$ cat config.mk
export PLATFORM = sky130hd
export DESIGN_NAME = burst_restart_ctrl
export DESIGN_NICKNAME = d
export VERILOG_FILES = /design/src/burst_restart_pkg.sv /design/src/blank_timer_if.sv /design/src/blank_timer.sv /design/src/burst_restart_ctrl.sv
export SDC_FILE = /design/constraint.sdc
export NUM_CORES = 1
export LEC_CHECK = 0
export BUFFER_PORTS_ARGS = -buffer_cell sky130_fd_sc_hd__buf_2
export CORE_MARGIN = 1.5
export CORE_UTILIZATION = 28
export CTS_CLUSTER_SIZE = 28
export DETAILED_ROUTE_END_ITERATION = 12
export PLACE_DENSITY = 0.46
export SLEW_MARGIN = 20
export SYNTH_ARGS = -nofsm -noshare
export SYNTH_HDL_FRONTEND = slang
export SYNTH_SLANG_ARGS = --single-unit
$ cat constraint.sdc
create_clock -name clk -period 5.19 [get_ports clk]
set_clock_uncertainty 0.1 [all_clocks]
set_input_delay 1.557 -clock clk [delete_from_list [all_inputs] [get_ports clk]]
set_output_delay 1.557 -clock clk [all_outputs]
set_load 0.02 [all_outputs]
$ cat src/burst_restart_pkg.sv
// Summary of operation
// - Burst entry timer stays cleared normally, counts while feedback is below 1.35V.
// - Timer reaching 20ms with feedback still low switches into burst mode.
// - Burst entry sets the burst flag and turns internal bias off.
// - In burst, feedback above 3.5V turns bias on and resumes switching.
// - Reduced current-limit select is held high throughout burst mode.
// - In burst with flag set, feedback down at 3.0V turns bias off.
// - Feedback above 4.0V in burst leaves burst and restores full current limit.
// - Overload and open loop use extended blanking; other faults restart directly.
// - Restart stops switching; cell on at turn-off level, off at turn-on level.
// - After start-up the fault is checked again: restart or resume normal.
// - Feedback above 4.0V in normal operation counts 20ms, then releases pin clamp.
// - Overload blanking done and pin above 4.0V restarts after 30us.
// - During soft start, supply above 20.5V with feedback above 4.0V restarts.
// - Supply above 25.5V for 120us restarts; check disabled in burst.
// - Junction temperature above 130 degrees C forces auto-restart.
// - Pin below 0.33V stops gating, restarts if persistent, ignored 1ms at start.
// - Supply undervoltage turns off and enables startup cell as auto-restart.
// - Burst entry uses only internal blanking; overload also waits on pin charge.
package burst_restart_pkg;
  localparam int CLK_HZ = 10_000_000;
  localparam int MS_DIV = 1000;
  localparam int US_DIV = 1_000_000;
  // Times as specified, rounded up to whole cycles
  localparam int BLANK_MS = 20;
  localparam int SPIKE_US = 30;
  localparam int OVP_US = 120;
  localparam int IGNORE_MS = 1;
  localparam int BLANK_CYC = (BLANK_MS * CLK_HZ + MS_DIV - 1) / MS_DIV;
  localparam int SPIKE_CYC = (SPIKE_US * CLK_HZ + US_DIV - 1) / US_DIV;
  localparam int OVP_CYC = (OVP_US * CLK_HZ + US_DIV - 1) / US_DIV;
  localparam int IGNORE_CYC = (IGNORE_MS * CLK_HZ + MS_DIV - 1) / MS_DIV;
  // Timer slots
  localparam int N_TIMERS = 6;
  localparam int T_BURST = 0;
  localparam int T_LOAD = 1;
  localparam int T_SPIKE = 2;
  localparam int T_OVP = 3;
  localparam int T_IGN = 4;
  localparam int T_EXT = 5;
  // Comparator vector positions
  localparam int N_CMP = 11;
  localparam int C_FB_HIGH = 0;
  localparam int C_FB_LOW = 1;
  localparam int C_BURST_UP = 2;
  localparam int C_BURST_LO = 3;
  localparam int C_SUP_OVER = 4;
  localparam int C_SUP_SS = 5;
  localparam int C_SUP_ON = 6;
  localparam int C_SUP_UV = 7;
  localparam int C_PIN_HIGH = 8;
  localparam int C_PIN_LOW = 9;
  localparam int C_THERMAL = 10;
  typedef enum logic [4:0] {
    ST_NORMAL = 5'h01,
    ST_BURST = 5'h02,
    ST_RESTART = 5'h04,
    ST_CHARGE = 5'h08,
    ST_SOFT = 5'h10
  } state_t;
endpackage : burst_restart_pkg

$ cat src/blank_timer_if.sv
`timescale 1ns/1ps
interface blank_timer_if;
  logic run;
  logic done;
  modport timer (input run, output done);
  modport ctrl (output run, input done);
endinterface : blank_timer_if

$ cat src/blank_timer.sv
`timescale 1ns/1ps
module blank_timer #(
  parameter int unsigned LIMIT = 1
) (
  // Clock and reset
  input wire logic clk,
  input wire logic rst_n,
  // Run and done
  blank_timer_if.timer tif
);
  logic [31:0] count;

  // Cleared whenever run drops, so a glitch restarts the whole window
  always_ff @(posedge clk) begin
    if (!rst_n || !tif.run) begin
      count <= 32'h0;
    end else if (count != LIMIT) begin
      count <= count + 32'h1;
    end
  end

  assign tif.done = (count == LIMIT);

  // Done may only rise after run was high on the previous edge
  done_window_a: assert property (@(posedge clk) disable iff (!rst_n)
    $rose(tif.done) |-> $past(tif.run))
    else $error("timer done without run");
endmodule : blank_timer

$ cat src/burst_restart_ctrl.sv
`timescale 1ns/1ps
module burst_restart_ctrl #(
  parameter int BLANK_CYCLES = burst_restart_pkg::BLANK_CYC,
  parameter int IGNORE_CYCLES = burst_restart_pkg::IGNORE_CYC
) (
  // Clock and reset
  input wire logic clk,
  input wire logic rst_n,
  // Feedback comparators
  input wire logic feedback_high_comparator,
  input wire logic feedback_low_comparator,
  input wire logic burst_upper_comparator,
  input wire logic burst_lower_comparator,
  // Supply comparators
  input wire logic supply_over_comparator,
  input wire logic supply_soft_over,
  input wire logic supply_turn_on,
  input wire logic supply_under,
  // Blanking pin and thermal comparators
  input wire logic pin_high,
  input wire logic pin_low,
  input wire logic thermal_over,
  // Soft-start block
  input wire logic soft_start_done,
  // Control outputs
  output logic bias_enable,
  output logic reduced_limit_select,
  output logic gate_enable,
  output logic startup_cell_on,
  output logic pin_clamp_switch,
  // Status outputs
  output logic burst_flag,
  output logic in_soft_start,
  output logic in_restart
);
  localparam int LIMITS [burst_restart_pkg::N_TIMERS] = '{
    BLANK_CYCLES,
    BLANK_CYCLES,
    burst_restart_pkg::SPIKE_CYC,
    burst_restart_pkg::OVP_CYC,
    IGNORE_CYCLES,
    burst_restart_pkg::SPIKE_CYC
  };

  burst_restart_pkg::state_t state;
  burst_restart_pkg::state_t next_state;
  logic [burst_restart_pkg::N_CMP-1:0] cmp_raw;
  logic [burst_restart_pkg::N_CMP-1:0] cmp_meta;
  logic [burst_restart_pkg::N_CMP-1:0] cmp;
  logic [burst_restart_pkg::N_TIMERS-1:0] trun;
  logic [burst_restart_pkg::N_TIMERS-1:0] tdone;
  logic fb_high;
  logic fb_low;
  logic burst_up;
  logic burst_lo;
  logic sup_over;
  logic sup_ss;
  logic sup_on;
  logic sup_uv;
  logic ba_high;
  logic ba_low;
  logic hot;
  logic ext_active;
  logic restart_and_gate;
  logic soft_ovp;
  logic restart_req;
  logic fault_now;
  logic burst_bias_gate;
  logic next_bias;
  logic reduced_limit_gate;

  // States in which the power stage may switch
  function automatic logic is_operating(input burst_restart_pkg::state_t s);
    return (s == burst_restart_pkg::ST_NORMAL) || (s == burst_restart_pkg::ST_BURST)
      || (s == burst_restart_pkg::ST_SOFT);
  endfunction : is_operating

  assign cmp_raw = {thermal_over, pin_low, pin_high, supply_under, supply_turn_on,
    supply_soft_over, supply_over_comparator, burst_lower_comparator,
    burst_upper_comparator, feedback_low_comparator, feedback_high_comparator};

  // Two-stage synchroniser; comparators switch with no regard to our clock
  always_ff @(posedge clk) begin
    if (!rst_n) begin
      cmp_meta <= '0;
      cmp <= '0;
    end else begin
      cmp_meta <= cmp_raw;
      cmp <= cmp_meta;
    end
  end

  assign fb_high = cmp[burst_restart_pkg::C_FB_HIGH];
  assign fb_low = cmp[burst_restart_pkg::C_FB_LOW];
  assign burst_up = cmp[burst_restart_pkg::C_BURST_UP];
  assign burst_lo = cmp[burst_restart_pkg::C_BURST_LO];
  assign sup_over = cmp[burst_restart_pkg::C_SUP_OVER];
  assign sup_ss = cmp[burst_restart_pkg::C_SUP_SS];
  assign sup_on = cmp[burst_restart_pkg::C_SUP_ON];
  assign sup_uv = cmp[burst_restart_pkg::C_SUP_UV];
  assign ba_high = cmp[burst_restart_pkg::C_PIN_HIGH];
  assign ba_low = cmp[burst_restart_pkg::C_PIN_LOW];
  assign hot = cmp[burst_restart_pkg::C_THERMAL];

  // Blanking timers, one per window
  genvar gi;
  generate
    for (gi = 0; gi < burst_restart_pkg::N_TIMERS; gi++) begin : g_timer
      blank_timer_if tif ();
      assign tif.run = trun[gi];
      assign tdone[gi] = tif.done;
      blank_timer #(
        .LIMIT(LIMITS[gi])
      ) u_timer (
        .clk(clk),
        .rst_n(rst_n),
        .tif(tif)
      );
    end
  endgenerate

  // Timer run conditions
  always_comb begin
    trun = '0;
    // Burst window only runs in normal operation, internal blanking only
    trun[burst_restart_pkg::T_BURST] = (state == burst_restart_pkg::ST_NORMAL)
      && fb_low;
    // Overload window runs on high feedback in normal operation only
    trun[burst_restart_pkg::T_LOAD] = (state == burst_restart_pkg::ST_NORMAL)
      && fb_high;
    trun[burst_restart_pkg::T_SPIKE] = restart_and_gate;
    // Supply overvoltage check is masked in burst
    trun[burst_restart_pkg::T_OVP] = is_operating(state) && sup_over
      && (state != burst_restart_pkg::ST_BURST);
    trun[burst_restart_pkg::T_IGN] = (state == burst_restart_pkg::ST_SOFT);
    trun[burst_restart_pkg::T_EXT] = is_operating(state) && ext_active;
  end

  // Pin clamp opens once overload blanking elapsed; pin then charges
  assign restart_and_gate = tdone[burst_restart_pkg::T_LOAD] && ba_high;

  // External request is blanked during the first part of start-up
  assign ext_active = ba_low && !((state == burst_restart_pkg::ST_SOFT)
    && !tdone[burst_restart_pkg::T_IGN]);

  assign soft_ovp = (state == burst_restart_pkg::ST_SOFT) && sup_ss && fb_high;

  // Faults that lead to restart; overload arrives only after its windows
  assign restart_req = hot
    || tdone[burst_restart_pkg::T_OVP]
    || tdone[burst_restart_pkg::T_SPIKE]
    || tdone[burst_restart_pkg::T_EXT]
    || soft_ovp;

  // Fault still present when start-up finishes
  assign fault_now = hot || ba_low || sup_over || fb_high;

  // Mode sequencing
  always_comb begin
    next_state = state;
    unique case (state)
      burst_restart_pkg::ST_NORMAL: begin
        if (tdone[burst_restart_pkg::T_BURST] && fb_low) begin
          next_state = burst_restart_pkg::ST_BURST;
        end
      end
      burst_restart_pkg::ST_BURST: begin
        if (fb_high) begin
          next_state = burst_restart_pkg::ST_NORMAL;
        end
      end
      burst_restart_pkg::ST_RESTART: begin
        if (sup_uv) begin
          next_state = burst_restart_pkg::ST_CHARGE;
        end
      end
      burst_restart_pkg::ST_CHARGE: begin
        if (sup_on) begin
          next_state = burst_restart_pkg::ST_SOFT;
        end
      end
      burst_restart_pkg::ST_SOFT: begin
        if (soft_start_done) begin
          next_state = fault_now ? burst_restart_pkg::ST_RESTART
            : burst_restart_pkg::ST_NORMAL;
        end
      end
    endcase
    // Undervoltage goes straight to charging; others wait for supply to sag
    if (is_operating(state)) begin
      if (sup_uv) begin
        next_state = burst_restart_pkg::ST_CHARGE;
      end else if (restart_req) begin
        next_state = burst_restart_pkg::ST_RESTART;
      end
    end
  end

  // Power-on reset starts by charging the supply from the cell
  always_ff @(posedge clk) begin
    if (!rst_n) begin
      state <= burst_restart_pkg::ST_CHARGE;
    end else begin
      state <= next_state;
    end
  end

  // Burst bias hysteresis between the two burst levels
  assign burst_bias_gate = burst_flag && burst_lo && !burst_up;
  always_comb begin
    next_bias = 1'b0;
    if (next_state == burst_restart_pkg::ST_BURST) begin
      if (state != burst_restart_pkg::ST_BURST) begin
        next_bias = 1'b0;
      end else if (burst_up) begin
        next_bias = 1'b1;
      end else if (burst_bias_gate) begin
        next_bias = 1'b0;
      end else begin
        next_bias = bias_enable;
      end
    end else if (is_operating(next_state)) begin
      next_bias = 1'b1;
    end
  end

  assign reduced_limit_gate = (next_state == burst_restart_pkg::ST_BURST);

  // Registered outputs follow the next state so they line up with it
  always_ff @(posedge clk) begin
    if (!rst_n) begin
      bias_enable <= 1'b0;
      reduced_limit_select <= 1'b0;
      burst_flag <= 1'b0;
    end else begin
      bias_enable <= next_bias;
      reduced_limit_select <= reduced_limit_gate;
      burst_flag <= (next_state == burst_restart_pkg::ST_BURST);
    end
  end

  // Gate, cell and clamp outputs
  always_ff @(posedge clk) begin
    if (!rst_n) begin
      gate_enable <= 1'b0;
      startup_cell_on <= 1'b0;
      pin_clamp_switch <= 1'b1;
      in_soft_start <= 1'b0;
      in_restart <= 1'b0;
    end else begin
      // Request on the pin blocks gating at once, before restart is taken
      gate_enable <= is_operating(next_state) && next_bias && !ext_active;
      startup_cell_on <= (next_state == burst_restart_pkg::ST_CHARGE);
      pin_clamp_switch <= !tdone[burst_restart_pkg::T_LOAD];
      in_soft_start <= (next_state == burst_restart_pkg::ST_SOFT);
      in_restart <= (next_state == burst_restart_pkg::ST_RESTART)
        || (next_state == burst_restart_pkg::ST_CHARGE);
    end
  end

  burst_entry_a: assert property (@(posedge clk) disable iff (!rst_n)
    state == burst_restart_pkg::ST_NORMAL && tdone[burst_restart_pkg::T_BURST]
    && fb_low && !restart_req && !sup_uv |=> state == burst_restart_pkg::ST_BURST)
    else $error("burst not entered after blanking");

  burst_bias_off_a: assert property (@(posedge clk) disable iff (!rst_n)
    $rose(burst_flag) |-> !bias_enable && !gate_enable)
    else $error("bias on at burst entry");

  burst_resume_a: assert property (@(posedge clk) disable iff (!rst_n)
    state == burst_restart_pkg::ST_BURST && burst_up && !fb_high && !restart_req
    && !sup_uv |=> bias_enable)
    else $error("bias not resumed above upper level");

  burst_pause_a: assert property (@(posedge clk) disable iff (!rst_n)
    state == burst_restart_pkg::ST_BURST && burst_lo && !burst_up && !fb_high
    |=> !bias_enable)
    else $error("bias not cut at lower level");

  reduced_limit_a: assert property (@(posedge clk) disable iff (!rst_n)
    reduced_limit_select == (state == burst_restart_pkg::ST_BURST))
    else $error("reduced limit mismatch with burst");

  burst_exit_a: assert property (@(posedge clk) disable iff (!rst_n)
    state == burst_restart_pkg::ST_BURST && fb_high |=> !reduced_limit_select)
    else $error("burst not left on high feedback");

  ovp_burst_mask_a: assert property (@(posedge clk) disable iff (!rst_n)
    state == burst_restart_pkg::ST_BURST |-> !trun[burst_restart_pkg::T_OVP])
    else $error("overvoltage check active in burst");

  thermal_restart_a: assert property (@(posedge clk) disable iff (!rst_n)
    is_operating(state) && hot && !sup_uv |=> state == burst_restart_pkg::ST_RESTART)
    else $error("thermal fault not restarting");

  soft_ovp_a: assert property (@(posedge clk) disable iff (!rst_n)
    state == burst_restart_pkg::ST_SOFT && sup_ss && fb_high && !sup_uv
    |=> state == burst_restart_pkg::ST_RESTART ##1 !gate_enable)
    else $error("soft start overvoltage not restarting");

  cell_charge_a: assert property (@(posedge clk) disable iff (!rst_n)
    state == burst_restart_pkg::ST_RESTART && sup_uv |=> startup_cell_on
    && !gate_enable)
    else $error("startup cell not enabled at turn-off level");

  // Turn-on level ends charging and hands over to soft start
  cell_release_a: assert property (@(posedge clk) disable iff (!rst_n)
    state == burst_restart_pkg::ST_CHARGE && sup_on
    |=> state == burst_restart_pkg::ST_SOFT && !startup_cell_on)
    else $error("startup cell not released at turn-on level");

  // Nothing may switch while waiting for the supply to sag
  restart_quiet_a: assert property (@(posedge clk) disable iff (!rst_n)
    state == burst_restart_pkg::ST_RESTART |-> !gate_enable && !bias_enable)
    else $error("switching while in restart");

  // Fault still present at the end of start-up sends us back to restart
  recheck_fail_a: assert property (@(posedge clk) disable iff (!rst_n)
    state == burst_restart_pkg::ST_SOFT && soft_start_done && fault_now && !sup_uv
    |=> state == burst_restart_pkg::ST_RESTART)
    else $error("persistent fault not caught at recheck");

  // Burst window must stay cleared outside normal operation
  burst_timer_idle_a: assert property (@(posedge clk) disable iff (!rst_n)
    state != burst_restart_pkg::ST_NORMAL |-> !trun[burst_restart_pkg::T_BURST])
    else $error("burst timer running outside normal");

  // Clamp opens on the edge after overload blanking completes
  clamp_release_a: assert property (@(posedge clk) disable iff (!rst_n)
    tdone[burst_restart_pkg::T_LOAD] |=> !pin_clamp_switch)
    else $error("clamp not released after overload blanking");

  // Spike window elapsed with pin charged leads to restart
  spike_restart_a: assert property (@(posedge clk) disable iff (!rst_n)
    is_operating(state) && tdone[burst_restart_pkg::T_SPIKE] && !sup_uv
    |=> state == burst_restart_pkg::ST_RESTART)
    else $error("overload not restarting after spike window");

  // Sustained supply overvoltage leads to restart
  ovp_restart_a: assert property (@(posedge clk) disable iff (!rst_n)
    is_operating(state) && tdone[burst_restart_pkg::T_OVP] && !sup_uv
    |=> state == burst_restart_pkg::ST_RESTART)
    else $error("supply overvoltage not restarting");

  // An honoured pin request blocks gating at once
  ext_gate_block_a: assert property (@(posedge clk) disable iff (!rst_n)
    ext_active |=> !gate_enable)
    else $error("gate still on under pin request");

  // Undervoltage turns off and charges from the cell
  uv_charge_a: assert property (@(posedge clk) disable iff (!rst_n)
    is_operating(state) && sup_uv
    |=> state == burst_restart_pkg::ST_CHARGE && startup_cell_on && !gate_enable)
    else $error("undervoltage not charging from cell");
endmodule : burst_restart_ctrl

==> results.json <==
{
  "drt_iter0_markers": 397,
  "fmax_mhz": 354.4,
  "synth_edf_count": 0,
  "cp.required_ps": 5540,
  "grt_pass1_wl_mm": 38.44,
  "maxSlewHeadroom": 0.4799,
  "cts.sink_count": 226,
  "grt_overflow": 0,
  "timing.final.ws_setup_ps": 2368,
  "route.vias.total": 7971,
  "grt_util_all_layers": 0.1168,
  "min_period_over_period": 0.5437,
  "clockBufferDepth": 3,
  "cts_buffers": 27,
  "crit_fanout": 33,
  "ioPinCount": 22,
  "irDropWorstVdd_uv": 232.7,
  "final_hold_viol_count": 0,
  "place_congestion": 0.7633,
  "clock_latency_ps": 550,
  "die_area_sq_um": 39020,
  "synth-seq-cells": 226,
  "grt_pass1_vias": 7705,
  "dp.cells": 1709,
  "crit_chain": "buf_2, buf_4, nand3b_1, nor3_1, nand2_2, a21oi_1",
  "postCtsResizedCells": 0,
  "final_cells": 1756,
  "layout-drive-gt1-share": 0.09076,
  "yosysSeqAreaShare": 0.4270,
  "drc_errors": 0,
  "worstPathArrival_ps": 3170,
  "synthesis.nets": 1236,
  "vias_per_cell": 4.539,
  "setup_violations": 0,
  "dr.pass1.iters": 4,
  "power.density_nw_per_um2": 320.9,
  "io_buffers": 21,
  "die_w_um": 197.5,
  "cts_tree": "yes",
  "cts.clk_slew.worst_paths_ps": 60,
  "finalSetupTns_ps": 0,
  "grt_max_degree": 34,
  "slowest_stage": "nand2_2",
  "routedWlPerCell_um": 12.53,
  "htreeDepth": 1,
  "wl_mm": 22.00,
  "antennaDiodeCount": 0,
  "drv_slew": 0,
  "core.rowCount": 71,
  "antenna_found_initial": 1,
  "die_height_um": 197.5,
  "outcome": "complete, no violations",
  "cts-root-buf": "clkbuf_16",
  "maxCapViolCount": 0,
  "dp_slack_ps": 1527,
  "netlist_area_sq_um": 10600,
  "end_kind": "flop",
  "yosysTopAreaCellShare": 0.4270,
  "fin_crit_ps": 2822,
  "synth_ff_type": "dfxtp_1",
  "start_kind": "input port",
  "hold_path.class": "reg -> reg",
  "start_util": 0.2827,
  "critPathMaxStageDelay_ps": 470,
  "p_leak_nw": 3.659,
  "synthArstFlopShare": 0,
  "cts_hold_buf": 0,
  "rsz0062_at_grt": "false",
  "synth_warnings": 0,
  "antenna_left": 0,
  "ys_types": 75,
  "num-nets-final": 1254,
  "synth_area_per_cell_sq_um": 8.757,
  "core-area_sq_um": 37490,
  "worst_pin_slew_ps": 773.1,
  "place.detailed.hpwl_mm": 14.83,
  "crit_type": "in -> reg",
  "synth_area_leaders": "dfxtp_1 43%, xnor2_1 8.0%, nor2_1 7.8%",
  "synth_commonest_cells": "226 x dfxtp_1, 219 x nor2_1, 97 x xnor2_1, 76 x xor2_1, 73 x nand2_1",
  "synthCells": 1210,
  "synth_area_leader_cell": "dfxtp_1",
  "post_cts.repair.setup_buffers": 0,
  "yosysMostFrequentCell": "dfxtp_1",
  "area_delta_synth_final_pct": 13.77
}
logic make-up after synthesis:
group                      synth area share
and+or+nand+nor                      0.3254
DFF                                  0.4270
xor gates and xnor gates             0.1430
buffers and inverters               0.03294
AOI/OAI and AO/OA                   0.05266
adders and majority gates           0.01417
muxes                              0.004841
layout by cell type, fill, tap and decap left out, drive strengths merged, types with 4 or more instances in the layout:
| master | count |
|---|---|
| inv | 47 |
| xor2 | 76 |
| xnor2 | 97 |
| o21ai | 24 |
| dfxtp | 226 |
| nor3 | 43 |
| and3 | 20 |
| o211ai | 7 |
| nand3 | 69 |
| clkinv | 6 |
| and4 | 19 |
| clkbuf | 38 |
| nand2 | 73 |
| nor4 | 47 |
| nand4 | 53 |
| ha | 12 |
| nor2b | 5 |
| or3 | 14 |
| and2 | 31 |
| buf | 25 |
| nor2 | 219 |
| a21oi | 23 |
| nor4b | 13 |
| mux2i | 4 |
metal layers:
layer  global-route usage  share of wire  up-vias
li1                     -              -     4229
met1               0.1691           0.53     3614
met2               0.1780           0.41       86
met3              0.01946          0.035       40
met4              0.03082          0.022        2
met5                    0        0.00059        -
state kept, by name, summed over array words and instances (netlist names), 5 cells and up:
| register | flops |
|---|---|
| cmp | 11 |
| cmp_meta | 11 |
| g_timer.u_timer.count | 192 |
| state | 5 |
path summary, 6_finish.rpt:
path / to / slack, ps / depth (start not counted) / start
worst min register to register: cmp[5]$_SDFF_PN0_ / 330 / 1 / cmp_meta[5]$_SDFF_PN0_
worst min-delay path: cmp[5]$_SDFF_PN0_ / 330 / 1 / cmp_meta[5]$_SDFF_PN0_
worst max-delay path: g_timer[0].u_timer.count[20]$_SDFFE_PP0P_ / 2370 / 6 / rst_n
worst max register to register: g_timer[2].u_timer.count[1]$_SDFFE_PP0N_ / 2550 / 7 / g_timer[1].u_timer.count[0]$_SDFFE_PP0P_
power by group:
group | switching, W | internal [W] | total [W]
Clock | 0.000734 | 0.00107 | 0.00181
Sequential | 0.0000455 | 0.00177 | 0.00181
Combinational | 0.000145 | 0.000104 | 0.000249
layout make-up:
class                           instances  area [sq um]
Timing Repair Buffer                   25         135.1
Fill cell                            4010         25430
Multi-Input combinational cell        902          5737
Sequential cell                       226          4524
Clock inverter                          8         80.08
Inverter                               46         172.7
Clock buffer                           38         767.0
Tap cell                              511         639.4
metrics by stage:
| step | cell area (sq um) | power, W | utilization | hold slack (ps) |
|---|---|---|---|---|
| CTS | 12040 | 0.003940 | 0.3212 | 334.5 |
| global placement | 11190 | 0.002098 | 0.2984 | 317.1 |
| floorplan | 10600 | 0.002030 | - | 311.9 |
| global route | 12060 | 0.004047 | 0.3216 | 344.7 |
| detailed placement | 11200 | 0.002099 | 0.2986 | 319.9 |
| finish | 12060 | 0.003868 | 0.3216 | 333.4 |
worst max-delay path, delay by kind of cell:
kind,cells,cell delay (ps)
and+or+nand+nor,3,930
buffers and inverters,2,410
AOI/OAI and AO/OA,1,240
Note: power is estimated with default switching activity, not from simulation.
